<file path="src/hdl/ahb_pkg.sv">
// package: constants and types for the parallel host port handshake
// How it works
// - host write: enable, select low, strobe, address
// - enable and strobe gated together internally
// - write ready low when target accepts data
// - strobe rise captures byte, ready returns high
// - host read: enable, select high, strobe, address
// - read data and ready only when available
// - strobe rise completes read, resets read logic
// - read hold-off only for input buffer
// - output buffer holds two bytes, third waits
// - completion on falling clock edge after rise
// - without ready, wait 2.5 cycles same direction
// - separate read and write paths overlap
// - missed margin: one cycle after direction pair
// - host polls readiness before buffer access
// - host sets update-status before polling status
// - address and direction select the target
// - ready table: synchroniser busy or buffer state
// - update-status write gives one refresh pulse
package ahb_pkg;
  localparam int unsigned DATA_W = 8;
  localparam int unsigned SEL_W = 3;
  localparam int unsigned FIFO_DEPTH = 4;
  localparam int unsigned OUT_BUF_DEPTH = 2;
  // register selects
  localparam logic [2:0] SEL_TDO = 3'h0;
  localparam logic [2:0] SEL_TDI = 3'h1;
  localparam logic [2:0] SEL_TMS0 = 3'h2;
  localparam logic [2:0] SEL_TMS1 = 3'h3;
  localparam logic [2:0] SEL_CNT = 3'h4;
  localparam logic [2:0] SEL_MODE0 = 3'h5;
  localparam logic [2:0] SEL_MODE1 = 3'h6;
  localparam logic [2:0] SEL_STATUS_CTRL = 3'h7;
  localparam int unsigned UPD_STATUS_BIT = 2;
  localparam logic [7:0] MODE_RESET = 8'h00;
  localparam logic [7:0] STATUS_CTRL_RESET = 8'hb8;
  // ref_clk period and host spacing without the handshake
  localparam int unsigned CLK_PERIOD_PS = 25000;
  localparam int unsigned HOST_GAP_HALF_CYCLES = 5;
  localparam int unsigned HOST_GAP_CYCLES = (HOST_GAP_HALF_CYCLES + 1) / 2;
  typedef enum logic [1:0] {DS_IDLE, DS_WAIT, DS_DONE, DS_RECOVER} ahb_dev_state_t;
  typedef enum logic [2:0] {HS_IDLE, HS_SETUP, HS_STROBE, HS_WAIT, HS_RELEASE, HS_GAP}
    ahb_host_state_t;
endpackage

</file>
<file path="src/hdl/ahb_bus_if.sv">
// interface: asynchronous parallel host bus between host and device
`timescale 1ns/1ps
interface ahb_bus_if;
  logic chip_en_n;
  logic rd_wr_sel;
  logic bus_strobe_n;
  logic [2:0] reg_select;
  logic [7:0] host_byte_o;
  logic host_byte_oe;
  logic [7:0] dev_byte_o;
  logic dev_byte_oe;
  logic ready_wait;
  modport host (
    output chip_en_n, rd_wr_sel, bus_strobe_n, reg_select, host_byte_o, host_byte_oe,
    input dev_byte_o, dev_byte_oe, ready_wait
  );
  modport device (
    input chip_en_n, rd_wr_sel, bus_strobe_n, reg_select, host_byte_o, host_byte_oe,
    output dev_byte_o, dev_byte_oe, ready_wait
  );
endinterface

</file>
<file path="src/hdl/ahb_device.sv">
// module: device end of the parallel host port, cycle control and ready/wait
`timescale 1ns/1ps
module ahb_device (
  // clock and reset
  input wire logic ref_clk,
  input wire logic reset,
  // host bus
  ahb_bus_if.device bus,
  // buffer state from the scan side
  input wire logic tdo_room,
  input wire logic tms0_full,
  input wire logic tms1_full,
  input wire logic tdi_has_byte,
  input wire logic [7:0] tdi_byte,
  input wire logic [7:0] other_rd_byte,
  // written bytes to the scan side
  output logic wr_valid,
  input wire logic wr_ready,
  output logic [2:0] wr_target,
  output logic [7:0] wr_byte,
  // read completion and status refresh
  output logic rd_done,
  output logic [2:0] rd_target,
  output logic status_refresh
);
  // ==========================================================
  // input synchronisers
  logic [1:0] ce_s, stb_s, rw_s;
  logic [2:0] sel_m, sel_s;
  logic [7:0] dat_m, dat_s;
  logic act_prev_q;
  always_ff @(posedge ref_clk or posedge reset) begin
    if (reset) begin
      ce_s <= 2'h3;
      stb_s <= 2'h3;
      rw_s <= 2'h0;
      sel_m <= 3'h0;
      sel_s <= 3'h0;
      dat_m <= 8'h00;
      dat_s <= 8'h00;
      act_prev_q <= 1'b0;
    end else begin
      ce_s <= {ce_s[0], bus.chip_en_n};
      stb_s <= {stb_s[0], bus.bus_strobe_n};
      rw_s <= {rw_s[0], bus.rd_wr_sel};
      sel_m <= bus.reg_select;
      sel_s <= sel_m;
      dat_m <= bus.host_byte_o;
      dat_s <= dat_m;
      act_prev_q <= !ce_s[1] && !stb_s[1];
    end
  end
  // ==========================================================
  // cycle decode
  logic active, strobe_rise;
  // enable and strobe are one gate, so their order never matters
  assign active = !ce_s[1] && !stb_s[1];
  // the cycle ends when the gate closes, so the host may lift both pins at once
  assign strobe_rise = act_prev_q && !active;
  // ==========================================================
  // write fifo toward the scan side
  logic f_in_valid, f_in_ready;
  logic [10:0] f_out;
  ahb_fifo #(.WIDTH(11), .DEPTH(ahb_pkg::FIFO_DEPTH)) u_wfifo (
    .ref_clk(ref_clk),
    .reset(reset),
    .in_valid(f_in_valid),
    .in_ready(f_in_ready),
    .in_data({sel_s, dat_s}),
    .out_valid(wr_valid),
    .out_ready(wr_ready),
    .out_data(f_out)
  );
  assign wr_target = f_out[10:8];
  assign wr_byte = f_out[7:0];
  // ==========================================================
  // separate write and read engines
  ahb_pkg::ahb_dev_state_t ws_q, ws_d, rs_q, rs_d;
  logic wr_ok, rd_ok, wr_go, rd_go;
  logic rdy_q, rdy_d, oe_q, oe_d, done_q, done_d, upd_q, upd_d;
  logic [7:0] dout_q, dout_d;
  logic [2:0] rtgt_q, rtgt_d;
  logic ref_fall_q, ref_fall_d;
  always_comb begin
    // full means fifo or addressed buffer cannot take a byte
    wr_ok = f_in_ready;
    case (sel_s)
      ahb_pkg::SEL_TDO: wr_ok = f_in_ready && tdo_room;
      ahb_pkg::SEL_TMS0: wr_ok = f_in_ready && !tms0_full;
      ahb_pkg::SEL_TMS1: wr_ok = f_in_ready && !tms1_full;
      default: wr_ok = f_in_ready;
    endcase
    rd_ok = (sel_s != ahb_pkg::SEL_TDI) || tdi_has_byte;
    wr_go = active && !rw_s[1];
    rd_go = active && rw_s[1];
  end
  // ==========================================================
  // half-rate phase
  // completion steps on alternate edges, modelling the falling clock phase
  always_comb begin
    ref_fall_d = !ref_fall_q;
  end
  always_ff @(posedge ref_clk or posedge reset) begin
    if (reset) begin
      ref_fall_q <= 1'b0;
    end else begin
      ref_fall_q <= ref_fall_d;
    end
  end
  // ==========================================================
  // write engine
  always_comb begin
    ws_d = ws_q;
    upd_d = 1'b0;
    f_in_valid = 1'b0;
    // status control writes act at once and are never queued
    case (ws_q)
      ahb_pkg::DS_IDLE: if (wr_go && wr_ok) ws_d = ahb_pkg::DS_WAIT;
      ahb_pkg::DS_WAIT: begin
        if (strobe_rise) begin
          f_in_valid = (sel_s != ahb_pkg::SEL_STATUS_CTRL);
          upd_d = (sel_s == ahb_pkg::SEL_STATUS_CTRL) && dat_s[ahb_pkg::UPD_STATUS_BIT];
          ws_d = ahb_pkg::DS_DONE;
        end
      end
      ahb_pkg::DS_DONE: if (ref_fall_q) ws_d = ahb_pkg::DS_RECOVER;
      ahb_pkg::DS_RECOVER: ws_d = ahb_pkg::DS_IDLE;
      default: ws_d = ahb_pkg::DS_IDLE;
    endcase
  end
  always_ff @(posedge ref_clk or posedge reset) begin
    if (reset) begin
      ws_q <= ahb_pkg::DS_IDLE;
      upd_q <= 1'b0;
    end else begin
      ws_q <= ws_d;
      upd_q <= upd_d;
    end
  end
  // ==========================================================
  // read engine
  always_comb begin
    rs_d = rs_q;
    dout_d = dout_q;
    rtgt_d = rtgt_q;
    done_d = 1'b0;
    case (rs_q)
      ahb_pkg::DS_IDLE: begin
        if (rd_go && rd_ok) begin
          rs_d = ahb_pkg::DS_WAIT;
          rtgt_d = sel_s;
          dout_d = (sel_s == ahb_pkg::SEL_TDI) ? tdi_byte : other_rd_byte;
        end
      end
      ahb_pkg::DS_WAIT: begin
        if (strobe_rise) begin
          done_d = 1'b1;
          rs_d = ahb_pkg::DS_DONE;
        end
      end
      ahb_pkg::DS_DONE: if (ref_fall_q) rs_d = ahb_pkg::DS_RECOVER;
      ahb_pkg::DS_RECOVER: rs_d = ahb_pkg::DS_IDLE;
      default: rs_d = ahb_pkg::DS_IDLE;
    endcase
  end
  always_ff @(posedge ref_clk or posedge reset) begin
    if (reset) begin
      rs_q <= ahb_pkg::DS_IDLE;
      dout_q <= 8'h00;
      rtgt_q <= 3'h0;
      done_q <= 1'b0;
    end else begin
      rs_q <= rs_d;
      dout_q <= dout_d;
      rtgt_q <= rtgt_d;
      done_q <= done_d;
    end
  end
  // ==========================================================
  // ready and read drive
  always_comb begin
    rdy_d = 1'b1;
    oe_d = 1'b0;
    // each direction drives ready from its own engine only
    // an empty input buffer holds the host without limit; polling avoids it
    if (ws_d == ahb_pkg::DS_WAIT && wr_go) rdy_d = 1'b0;
    if (rs_d == ahb_pkg::DS_WAIT && rd_go) begin
      rdy_d = 1'b0;
      oe_d = 1'b1;
    end
  end
  always_ff @(posedge ref_clk or posedge reset) begin
    if (reset) begin
      rdy_q <= 1'b1;
      oe_q <= 1'b0;
    end else begin
      rdy_q <= rdy_d;
      oe_q <= oe_d;
    end
  end
  assign bus.ready_wait = rdy_q;
  assign bus.dev_byte_oe = oe_q;
  assign bus.dev_byte_o = dout_q;
  assign rd_done = done_q;
  assign rd_target = rtgt_q;
  assign status_refresh = upd_q;
endmodule

</file>
<file path="src/hdl/ahb_fifo.sv">
// module: small valid/ready fifo
`timescale 1ns/1ps
module ahb_fifo #(
  parameter int unsigned WIDTH = 8,
  parameter int unsigned DEPTH = 4
) (
  // clock and reset
  input wire logic ref_clk,
  input wire logic reset,
  // fill side
  input wire logic in_valid,
  output logic in_ready,
  input wire logic [WIDTH-1:0] in_data,
  // drain side
  output logic out_valid,
  input wire logic out_ready,
  output logic [WIDTH-1:0] out_data
);
  localparam int unsigned AW = $clog2(DEPTH);
  logic [WIDTH-1:0] mem_q [DEPTH];
  logic [AW-1:0] wr_q, wr_d, rd_q, rd_d;
  logic [AW:0] cnt_q, cnt_d;
  logic push, pop;
  always_comb begin
    push = in_valid && in_ready;
    pop = out_valid && out_ready;
    wr_d = push ? ((wr_q == AW'(DEPTH - 1)) ? '0 : wr_q + 1'b1) : wr_q;
    rd_d = pop ? ((rd_q == AW'(DEPTH - 1)) ? '0 : rd_q + 1'b1) : rd_q;
    cnt_d = cnt_q + {{AW{1'b0}}, push} - {{AW{1'b0}}, pop};
  end
  always_ff @(posedge ref_clk or posedge reset) begin
    if (reset) begin
      wr_q <= '0;
      rd_q <= '0;
      cnt_q <= '0;
    end else begin
      wr_q <= wr_d;
      rd_q <= rd_d;
      cnt_q <= cnt_d;
    end
  end
  always_ff @(posedge ref_clk) begin
    if (push) begin
      mem_q[wr_q] <= in_data;
    end
  end
  assign in_ready = (cnt_q != (AW+1)'(DEPTH));
  assign out_valid = (cnt_q != '0);
  assign out_data = mem_q[rd_q];
endmodule

</file>
<file path="src/flat_wrapper.sv">
// flat-port wrapper written by rule: the top's interface ports become plain ports
module ahb_device_flat 
  (ref_clk, reset, tdo_room, tms0_full, tms1_full, tdi_has_byte, tdi_byte, other_rd_byte, wr_valid, wr_ready, wr_target, wr_byte, rd_done, rd_target, status_refresh, bus_chip_en_n, bus_rd_wr_sel, bus_bus_strobe_n, bus_reg_select, bus_host_byte_o, bus_host_byte_oe, bus_dev_byte_o, bus_dev_byte_oe, bus_ready_wait);
  ahb_bus_if bus_i ();
  input wire logic ref_clk;
  input wire logic reset;
  input wire logic tdo_room;
  input wire logic tms0_full;
  input wire logic tms1_full;
  input wire logic tdi_has_byte;
  input wire logic [7:0] tdi_byte;
  input wire logic [7:0] other_rd_byte;
  output logic wr_valid;
  input wire logic wr_ready;
  output logic [2:0] wr_target;
  output logic [7:0] wr_byte;
  output logic rd_done;
  output logic [2:0] rd_target;
  output logic status_refresh;
  input wire logic [$bits(bus_i.chip_en_n)-1:0] bus_chip_en_n;
  input wire logic [$bits(bus_i.rd_wr_sel)-1:0] bus_rd_wr_sel;
  input wire logic [$bits(bus_i.bus_strobe_n)-1:0] bus_bus_strobe_n;
  input wire logic [$bits(bus_i.reg_select)-1:0] bus_reg_select;
  input wire logic [$bits(bus_i.host_byte_o)-1:0] bus_host_byte_o;
  input wire logic [$bits(bus_i.host_byte_oe)-1:0] bus_host_byte_oe;
  output wire logic [$bits(bus_i.dev_byte_o)-1:0] bus_dev_byte_o;
  output wire logic [$bits(bus_i.dev_byte_oe)-1:0] bus_dev_byte_oe;
  output wire logic [$bits(bus_i.ready_wait)-1:0] bus_ready_wait;
  assign bus_i.chip_en_n = bus_chip_en_n;
  assign bus_i.rd_wr_sel = bus_rd_wr_sel;
  assign bus_i.bus_strobe_n = bus_bus_strobe_n;
  assign bus_i.reg_select = bus_reg_select;
  assign bus_i.host_byte_o = bus_host_byte_o;
  assign bus_i.host_byte_oe = bus_host_byte_oe;
  assign bus_dev_byte_o = bus_i.dev_byte_o;
  assign bus_dev_byte_oe = bus_i.dev_byte_oe;
  assign bus_ready_wait = bus_i.ready_wait;
  ahb_device u_core (.ref_clk(ref_clk), .reset(reset), .bus(bus_i), .tdo_room(tdo_room), .tms0_full(tms0_full), .tms1_full(tms1_full), .tdi_has_byte(tdi_has_byte), .tdi_byte(tdi_byte), .other_rd_byte(other_rd_byte), .wr_valid(wr_valid), .wr_ready(wr_ready), .wr_target(wr_target), .wr_byte(wr_byte), .rd_done(rd_done), .rd_target(rd_target), .status_refresh(status_refresh));
endmodule
</file>
<file path="config.mk">
export PLATFORM = sky130hd
export DESIGN_NAME = ahb_device_flat
export DESIGN_NICKNAME = d
export VERILOG_FILES = /design/src/hdl/ahb_pkg.sv /design/src/hdl/ahb_bus_if.sv /design/src/hdl/ahb_device.sv /design/src/hdl/ahb_fifo.sv /design/src/flat_wrapper.sv
export SDC_FILE = /design/constraint.sdc
export NUM_CORES = 1
export LEC_CHECK = 0
export BUFFER_PORTS_ARGS = -buffer_cell sky130_fd_sc_hd__buf_2
export CAP_MARGIN = 20
export CELL_PAD_IN_SITES_DETAIL_PLACEMENT = 0
export CELL_PAD_IN_SITES_GLOBAL_PLACEMENT = 1
export CORE_MARGIN = 5
export CORE_UTILIZATION = 46
export CTS_BUF_LIST = sky130_fd_sc_hd__clkbuf_16
export DETAILED_ROUTE_END_ITERATION = 7
export PLACE_DENSITY = 0.85
export SLEW_MARGIN = 20
export SYNTH_ARGS = -nofsm -noshare
export SYNTH_HDL_FRONTEND = slang
export SYNTH_SLANG_ARGS = --single-unit
</file>
<file path="constraint.sdc">
create_clock -name ref_clk -period 2.71 [get_ports ref_clk]
set_input_delay 0.271 -clock ref_clk [delete_from_list [all_inputs] [get_ports ref_clk]]
set_output_delay 0.271 -clock ref_clk [all_outputs]
set_load 0.005 [all_outputs]
</file>
==> run_results.csv, run 1 <==
group,metric,value,unit
finish,antenna_cells,0,
clock_network,htreeDepth,3,
finish,fin_nets,331,
sta,timing.slew.headroom,0.496,
yosys,synth_top_area_cell,"edfxtp_1",
finish,design_area,4400,µm²
run_status,status,"complete, no violations",
yosys,synthArstFlopShare,0.560,
sta,finalCritPeriodShare,0.886,
grt,grt_pass1_vias,2091,
detailed_routing,wl_per_cell,15.1,µm
yosys,yosys.area.top_type_share,0.362,
placed_design,dp_cells,375,
finish,syn_to_final_growth,20.7,%
finish,fin_cells,392,
yosys,yosysMostFrequentCell,"dfrtp_1",
yosys,synth_cell_type_count,37,
critical_path,critPathMaxFanout,5,
floorplanning,io_pins,65,
pwr,irDropWorstVdd,451,µV
yosys,synth_commonest_cells,"dfrtp_1, edfxtp_1, nor2_1",
yosys,yosysWarnings,0,
sta,hold_viol,0,
clock_network,cts_buffers,9,
critical_path,cp_cell_sequence,"o21a_1 -> nand2_1 -> nor3_1 -> inv_1 -> ha_1 -> inv_1 -> ha_1 -> fa_1 -> xor2_1 -> xnor2_1",
clock_network,clock_latency,340,ps
grt,grt_first_pass_wirelength,10.0,mm
sta,fmax,416,MHz
clock_network,clock-sinks,100,
yosys,synth_seq_cells,100,
clock_network,tritoncts,"yes",
detailed_routing,first_pass_iters,4,
yosys,synth_edf_count,44,
grt,antenna_found_initial,0,
placed_design,dp_hpwl,4.17,mm
detailed_routing,dr_total_vias,1918,
clock_network,ctsResizeCount,0,
floorplanning,die-area,9810,µm²
yosys,synth_seq_area_share,0.748,
yosys,avgSynthCellArea,17.6,µm²
pwr,total_power,4.01,mW
sta,rsz0062_at_grt,"no",
run,cap_violations,0,
finish,drive_above_1_share,0.390,
grt,overflow,0,
pwr,p_per_area,911,nW/µm²
clock_network,path_clk_slew,70,ps
yosys,synth_area,3650,µm²
sta,tns,0,ps
pwr,leakagePower,1.83,nW
sta,clock_skew,12.4,ps
floorplanning,num_rows,32,
critical_path,worstPathRequired,2930,ps
detailed_routing,via_per_inst,4.89,
critical_path,critical_path_class,"flop to flop",
sta,drv_slew,0,
detailed_routing,drt_iter0_markers,38,
floorplanning,coreArea,7730,µm²
sta,setup_violations,0,
yosys,synth_fp_nets,253,
critical_path,slowest_delay,560,ps
sta,hold_ws,26.6,ps
yosys,synth_ff_type,"dfrtp_1",
critical_path,crit_slowest_cell,"dfstp_2",
yosys,synthesis.instances,207,
placed_design,gp_congestion,0.766,
critical_path,cp.arrival,2630,ps
floorplanning,start_util,0.472,
yosys,synth_area_leaders,"edfxtp_1, dfrtp_1, mux4_2",
min_path,hold_path.class,"primary input to flop",
critical_path,end_kind,"flop",
grt,grt_usage,0.132,
detailed_routing,ant_nets,0,
critical_path,startpoint_type,"flop",
clock_network,clockBufferDepth,2,
floorplanning,fp.dieW,99.1,µm
detailed_routing,routed_wl,5.91,mm
clock_network,root_buffer,"clkbuf_16",
sta,finalWorstPathRequiredPeriod,2400,ps
placed_design,placed_cell_area,4120,µm²
grt,grt_start_max_net_pins,23,
placed_design,io_buffers,63,
floorplanning,die_h,99.1,µm
detailed_routing,drc,0,
sta,tightest_slew,746,ps
finish,fill_cells,606,
==> worst max-delay path, delay by kind of cell, from the launching register on <==
family                   cells  cell delay (ps)
AO/OA/AOI/OAI                1              190
XOR/XNOR                     2              280
adder cells (fa/ha/maj)      3              820
buffers and inverters        2              100
flip-flops                   1              560
AND/OR/NAND/NOR              2              320
==> power by group <==
group	internal (mW)	total, mW	switching (mW)
Sequential	1.81	2.00	0.194
Combinational	0.481	0.841	0.360
Clock	0.627	1.17	0.541
Total	2.92	4.01	1.10
==> cell families (layout without fill, tap and decap cells) <==
logic type      after synthesis  after routing  synth area share
simple gates                 36             36            0.0576
mux                          26             26             0.111
fa+ha+maj                     8              8            0.0295
compound gates               19             19            0.0298
flops                       100            100             0.748
buf+inv                      16             99            0.0189
xor+xnor                      2              2           0.00480
==> timing repair <==
action,CTS,global route
endpoints found under the hold margin,17,0
buffers inserted,0,0
hold buffers,1,0
==> cell usage in the layout, fill, tap and decap left out, drive strengths merged, types with 2 or more instances in the layout <==
cell type	count
nand2	3
edfxtp	44
dfstp	5
clkbuf	9
a21o	2
and2	4
clkinv	2
a21oi	10
nor3b	2
o21ai	3
nor2	13
mux2	7
inv	17
nor3	4
mux2i	8
ha	7
dfrtp	51
buf	70
mux4	11
==> layer usage <==
| layer | vias up | share of wire | global-route usage |
|---|---|---|---|
| li1 | 911 | - | - |
| met1 | 937 | 0.42 | 0.166 |
| met5 | - | 0 | 0 |
| met2 | 64 | 0.49 | 0.211 |
| met3 | 6 | 0.081 | 0.0580 |
| met4 | 0 | 0.0074 | 0.0347 |
==> per-stage QoR <==
stage          worst slack (ps)  utilization
2_1_floorplan               217            -
3_3_place_gp                342        0.533
3_5_place_dp                317        0.533
4_1_cts                     301        0.570
5_1_grt                     160        0.570
6_report                    308        0.570
==> area by class of cell <==
class                   count  area (µm²)  area share
clock buffers               9         225      0.0512
clock inverters             7        47.5      0.0108
inverters                  12        45.0      0.0102
multi-input cells          91         851       0.193
flip-flops and latches    100        2730       0.620
well taps                 102         128      0.0290
repair buffers             71         378      0.0858
==> final timing paths <==
path	startpoint	slack, ps	endpoint	depth (start not counted)
worst max register to register	u_core.stb_s[1]	310	u_core.u_wfifo.cnt_q[2]	10
worst min register to register	u_core.dat_m[1]	340	u_core.dat_s[1]	0
worst min-delay path	bus_bus_strobe_n	30	u_core.stb_s[0]	1
max in group asynchronous	reset	1570	u_core.bus.ready_wait	4
min in group asynchronous	reset	460	u_core.bus.dev_byte_o[5]	3
worst max-delay path	u_core.stb_s[1]	310	u_core.u_wfifo.cnt_q[2]	10
==> sequential cells by signal (all words and copies together) (netlist names) <==
signal / count
u_core.bus.ready_wait: 1
u_core.rs_q: 2
u_core.u_wfifo.rd_q: 2
u_core.rw_s: 2
u_core.dat_m: 8
u_core.rd_target: 3
u_core.bus.dev_byte_oe: 1
u_core.u_wfifo.wr_q: 2
u_core.sel_m: 3
u_core.sel_s: 3
u_core.u_wfifo.mem_q: 44
u_core.ref_fall_q: 1
u_core.ce_s: 2
u_core.rd_done: 1
u_core.status_refresh: 1
u_core.u_wfifo.cnt_q: 3
u_core.bus.dev_byte_o: 8
u_core.dat_s: 8
u_core.ws_q: 2
u_core.act_prev_q: 1
u_core.stb_s: 2
(Power assumes the default switching activity.)
==> run 2: changes to the inputs <==
- BUFFER_PORTS_ARGS: -buffer_cell sky130_fd_sc_hd__buf_2 -> not set
- CORE_UTILIZATION: 46 -> 49
- DONT_BUFFER_PORTS: not set -> 1
- PLACE_DENSITY: 0.85 -> 0.81
==> run_results.csv, run 2 (same netlist as run 1, synthesis figures left out) <==
group,metric,value,unit
critical_path,worstPathRequired,2930,ps
floorplanning,die_h,96.3,µm
clock_network,clock-sinks,100,
critical_path,startpoint_type,"flop",
finish,fin_nets,282,
placed_design,dp_slack,315,ps
pwr,leakagePower,1.66,nW
finish,largest-register,"u_core.u_wfifo.mem_q",
clock_network,cts_buffers,9,
detailed_routing,first_pass_iters,4,
critical_path,regToRegEndpoint,"u_core.u_wfifo.cnt_q[2]",
finish,final_cell_mix,"dfrtp_1, edfxtp_1, dlygate4sd3_1, nor2_1, inv_1",
critical_path,cp.arrival,2630,ps
critical_path,slowest_delay,560,ps
detailed_routing,drt_iter0_markers,59,
sta,timing.slew.headroom,0.516,
clock_network,clockBufferDepth,2,
sta,tightest_slew,716,ps
min_path,holdCritStartpoint,"other_rd_byte[2]",
finish,final_common_cell,"dfrtp_1",
placed_design,gp_congestion,0.714,
min_path,whs_path_depth,2,
detailed_routing,via_per_inst,5.12,
critical_path,critPathMaxFanout,5,
placed_design,dp_hpwl,3.75,mm
run,cap_violations,0,
grt,grt_usage,0.138,
floorplanning,start_util,0.503,
run_status,status,"complete, no violations",
sta,hold_viol,0,
sta,fmax,416,MHz
sta,fin_ws,307,ps
sta,tns,0,ps
clock_network,tritoncts,"yes",
critical_path,r2r_cells,10,
sta,clock_skew,8.45,ps
clock_network,htreeDepth,3,
detailed_routing,routed_wl,5.66,mm
critical_path,crit_slowest_cell,"dfstp_2",
detailed_routing,ant_nets,0,
floorplanning,num_rows,31,
detailed_routing,wl_per_cell,16.6,µm
floorplanning,coreArea,7250,µm²
finish,drive_above_1_share,0.203,
placed_design,io_buffers,0,
critical_path,end_kind,"flop",
sta,drv_slew,0,
pwr,irDropWorstVdd,436,µV
grt,antenna_found_initial,0,
critical_path,regToRegSetupSlack,310,ps
grt,grt_pass1_vias,1835,
floorplanning,io_pins,65,
detailed_routing,drc,0,
sta,finalCritPeriodShare,0.887,
detailed_routing,dr_total_vias,1741,
pwr,p_per_area,931,nW/µm²
grt,overflow,0,
clock_network,ctsResizeCount,0,
clock_network,path_clk_slew,70,ps
grt,grt_first_pass_wirelength,9.36,mm
clock_network,clock_latency,340,ps
sta,setup_violations,0,
finish,antenna_cells,0,
finish,largest_reg_flops,44,
critical_path,r2r_start,"u_core.stb_s[1]",
critical_path,cp_cell_sequence,"o21a_1 -> nand2_1 -> nor3_1 -> inv_1 -> ha_1 -> inv_1 -> ha_1 -> fa_1 -> xor2_1 -> xnor2_1",
sta,finalWorstPathRequiredPeriod,2400,ps
critical_path,critical_path_class,"flop to flop",
floorplanning,fp.dieW,96.3,µm
min_path,hold_path.class,"primary input to flop",
grt,grt_start_max_net_pins,25,
finish,syn_to_final_growth,16.5,%
clock_network,root_buffer,"clkbuf_16",
sta,rsz0062_at_grt,"no",
min_path,hold_end,"u_core.bus.dev_byte_o[2]",
floorplanning,die-area,9270,µm²
[run 2: cell types whose count changed in the layout (fill, tap and decap cells not counted), sizes merged]
| cell | before | now |
|---|---|---|
| buf | 70 | 7 |
| inv | 17 | 16 |
| bufinv | 0 | 1 |
| dlygate4sd3 | 1 | 15 |
[run 2: how the worst max path moves through the flow]
stage                                from                      end  slack (ps)  cells past startpoint
after floorplan           u_core.stb_s[1]  u_core.u_wfifo.cnt_q[2]         220                     10
after global placement    u_core.stb_s[1]  u_core.u_wfifo.cnt_q[2]         350                     10
after detailed placement  u_core.stb_s[1]  u_core.u_wfifo.cnt_q[2]         310                     10
after CTS                 u_core.stb_s[1]  u_core.u_wfifo.cnt_q[2]         290                     10
after global routing      u_core.stb_s[1]  u_core.u_wfifo.cnt_q[2]          60                     10
final                     u_core.stb_s[1]  u_core.u_wfifo.cnt_q[2]         310                     10
[run 2: through the flow]
step / instances / hold WS, ps / util / instance area [µm²] / total power, mW
6_report: 340 / 144 / 0.586 / 4250 / 3.96
5_1_grt: 340 / 162 / 0.586 / 4250 / 4.19
4_1_cts: 340 / 133 / 0.586 / 4250 / 4.01
3_5_place_dp: 309 / 114 / 0.524 / 3800 / 2.72
3_3_place_gp: 309 / 105 / 0.524 / 3800 / 2.69
2_1_floorplan: 207 / 275 / - / 3650 / 2.55
[run 2: worst max-delay path: cells and delay by family (launching register included)]
family | cells | cell delay [ps]
adders and majority gates | 3 | 830
DFF | 1 | 560
and+or+nand+nor | 2 | 320
xor gates and xnor gates | 2 | 290
AOI/OAI and AO/OA | 1 | 170
buffers and inverters | 2 | 120
[run 2: timing repair]
action | CTS | global route
hold endpoints to repair | 22 | 0
hold buffers | 15 | 0
setup endpoints to repair | 0 | 0
setup buffers | 0 | 0
[run 2: metal layers]
layer,track usage,vias to the layer above,part of all wire
met1,0.180,855,0.43
met3,0.0461,12,0.073
li1,-,817,-
met2,0.208,57,0.47
met5,0,-,0
met4,0.0701,0,0.022
[run 2: power breakdown]
| group | switching (mW) | internal, mW | leakage, nW | total, mW |
|---|---|---|---|---|
| combinational | 0.293 | 0.362 | 0.456 | 0.656 |
| clock | 0.546 | 0.722 | 0.152 | 1.27 |
| sequential | 0.223 | 1.81 | 1.05 | 2.03 |
| total | 1.06 | 2.89 | 1.66 | 3.96 |
[run 2: area by class of cell]
cell class	instances	area, µm²
clock buffers	9	225
clock inverters	7	73.8
fillers	566	3000
inverters	12	45.0
multi-input cells	91	851
flip-flops and latches	100	2730
well taps	99	124
repair buffers	22	203
==> run 3: changes to the inputs <==
==> constraint.sdc (replaced) <==
create_clock -name ref_clk -period 2.71 [get_ports ref_clk]
set_input_delay 0.1355 -clock ref_clk [delete_from_list [all_inputs] [get_ports ref_clk]]
set_output_delay 0.1355 -clock ref_clk [all_outputs]
set_load 0.005 [all_outputs]
==> run_results.csv, run 3 (same netlist as run 1, synthesis figures left out) <==
group,metric,value,unit
run_status,status,"complete, no violations",
critical_path,critPathMaxFanout,5,
finish,fill_cells,572,
clock_network,tritoncts,"yes",
finish,antenna_cells,0,
floorplanning,io_pins,65,
grt,antenna_found_initial,0,
sta,setup_violations,0,
sta,tightest_slew,893,ps
clock_network,path_clk_slew,70,ps
clock_network,root_buffer,"clkbuf_16",
critical_path,startpoint_type,"flop",
critical_path,end_kind,"flop",
finish,fin_nets,281,
grt,grt_start_max_net_pins,44,
sta,fmax,407,MHz
sta,timing.slew.headroom,0.404,
pwr,leakagePower,1.65,nW
sta,drv_slew,0,
detailed_routing,routed_wl,5.74,mm
grt,grt_pass1_vias,1872,
grt,grt_usage,0.140,
clock_network,cts_buffers,9,
grt,overflow,0,
detailed_routing,drc,0,
critical_path,regToRegSetupSlack,250,ps
finish,largest_reg_flops,44,
detailed_routing,ant_nets,0,
clock_network,clock_latency,330,ps
clock_network,clockBufferDepth,2,
detailed_routing,first_pass_iters,4,
sta,finalCritPeriodShare,0.906,
floorplanning,coreArea,7250,µm²
detailed_routing,wl_per_cell,16.9,µm
detailed_routing,drt_iter0_markers,36,
pwr,total_power,3.93,mW
finish,drive_above_1_share,0.204,
critical_path,worstPathRequired,2930,ps
floorplanning,die-area,9270,µm²
finish,syn_to_final_growth,16.3,%
finish,post-route-util,0.585,
pwr,p_per_area,926,nW/µm²
sta,finalWorstPathRequiredPeriod,2460,ps
detailed_routing,via_per_inst,5.10,
clock_network,htreeDepth,3,
floorplanning,fp.dieW,96.3,µm
clock_network,ctsResizeCount,0,
pwr,irDropWorstVdd,394,µV
clock_network,clock-sinks,100,
floorplanning,num_rows,31,
detailed_routing,dr_total_vias,1729,
sta,clock_skew,7.54,ps
placed_design,gp_congestion,0.717,
run,cap_violations,0,
grt,grt_first_pass_wirelength,9.40,mm
floorplanning,start_util,0.503,
critical_path,cp.arrival,2670,ps
finish,final_cell_mix,"dfrtp_1, edfxtp_1, dlygate4sd3_1, nor2_1",
sta,hold_viol,0,
floorplanning,die_h,96.3,µm
sta,rsz0062_at_grt,"no",
min_path,hold_path.class,"primary input to flop",
critical_path,critical_path_class,"flop to flop",
finish,final_common_cell,"dfrtp_1",
placed_design,io_buffers,0,
sta,tns,0,ps
finish,largest-register,"u_core.u_wfifo.mem_q",
placed_design,dp_hpwl,3.90,mm
[run 3: changes by cell type in the layout (fill, tap and decap cells not counted)]
cell / previous run / this run
inv_6: 3 / 2
clkinv_2: 1 / 2
clkinvlp_4: 0 / 1
buf_4: 7 / 6
inv_1: 12 / 11
[run 3: path summary, 6_finish.rpt]
check,from,endpoint,depth (start not counted)
min in group asynchronous,reset,u_core.rs_q[0],2
max reg2reg,u_core.stb_s[1],u_core.u_wfifo.cnt_q[2],10
max in group asynchronous,reset,u_core.u_wfifo.rd_q[1],3
max,u_core.stb_s[1],u_core.u_wfifo.cnt_q[2],10
min,other_rd_byte[2],u_core.bus.dev_byte_o[2],2
min reg2reg,u_core.dat_m[7],u_core.dat_s[7],0
[run 3: layout make-up]
| class | instances | area (µm²) | share of cell area |
|---|---|---|---|
| Clock buffer | 9 | 225 | 0.0531 |
| Clock inverter | 7 | 73.8 | 0.0174 |
| Multi-Input combinational cell | 91 | 851 | 0.201 |
| Sequential cell | 100 | 2730 | 0.643 |
| Tap cell | 99 | 124 | 0.0292 |
| Inverter | 12 | 45.0 | 0.0106 |
| Timing Repair Buffer | 21 | 195 | 0.0460 |
[run 3: per-layer routing]
metal | GRT usage | routed length (µm) | vias up
li1 | - | - | 811
met1 | 0.172 | 2350 | 857
met2 | 0.225 | 2890 | 55
met3 | 0.0508 | 426 | 6
met4 | 0.0561 | 71 | 0
met5 | 0 | 0 | -
[run 3: repair_timing]
action	4_1_cts	5_1_grt
hold endpoints to repair	50	0
buffers inserted	0	0
hold buffers	15	0
[run 3: power breakdown]
group / switching, mW / internal, mW
Sequential: 0.254 / 1.81
Clock: 0.523 / 0.720
Combinational: 0.267 / 0.355
[run 3: metrics by stage]
step                instance area (µm²)  setup WS, ps  std cells  hold slack [ps]
finish                             4240           254        339             19.5
global route                       4240          96.1        339             16.8
CTS                                4240           224        339             2.95
detailed placement                 3790           270        308              140
global placement                   3790           353        308              140
floorplan                          3650           217        207              140
[run 3: critical path, cell delays in order (launching register included)]
cell	delay (ps)
dfstp_2	560
o21a_1	170
nand2_1	80
nor3_1	250
inv_1	90
ha_1	290
inv_1	40
ha_1	180
fa_1	390
xor2_1	160
xnor2_1	130
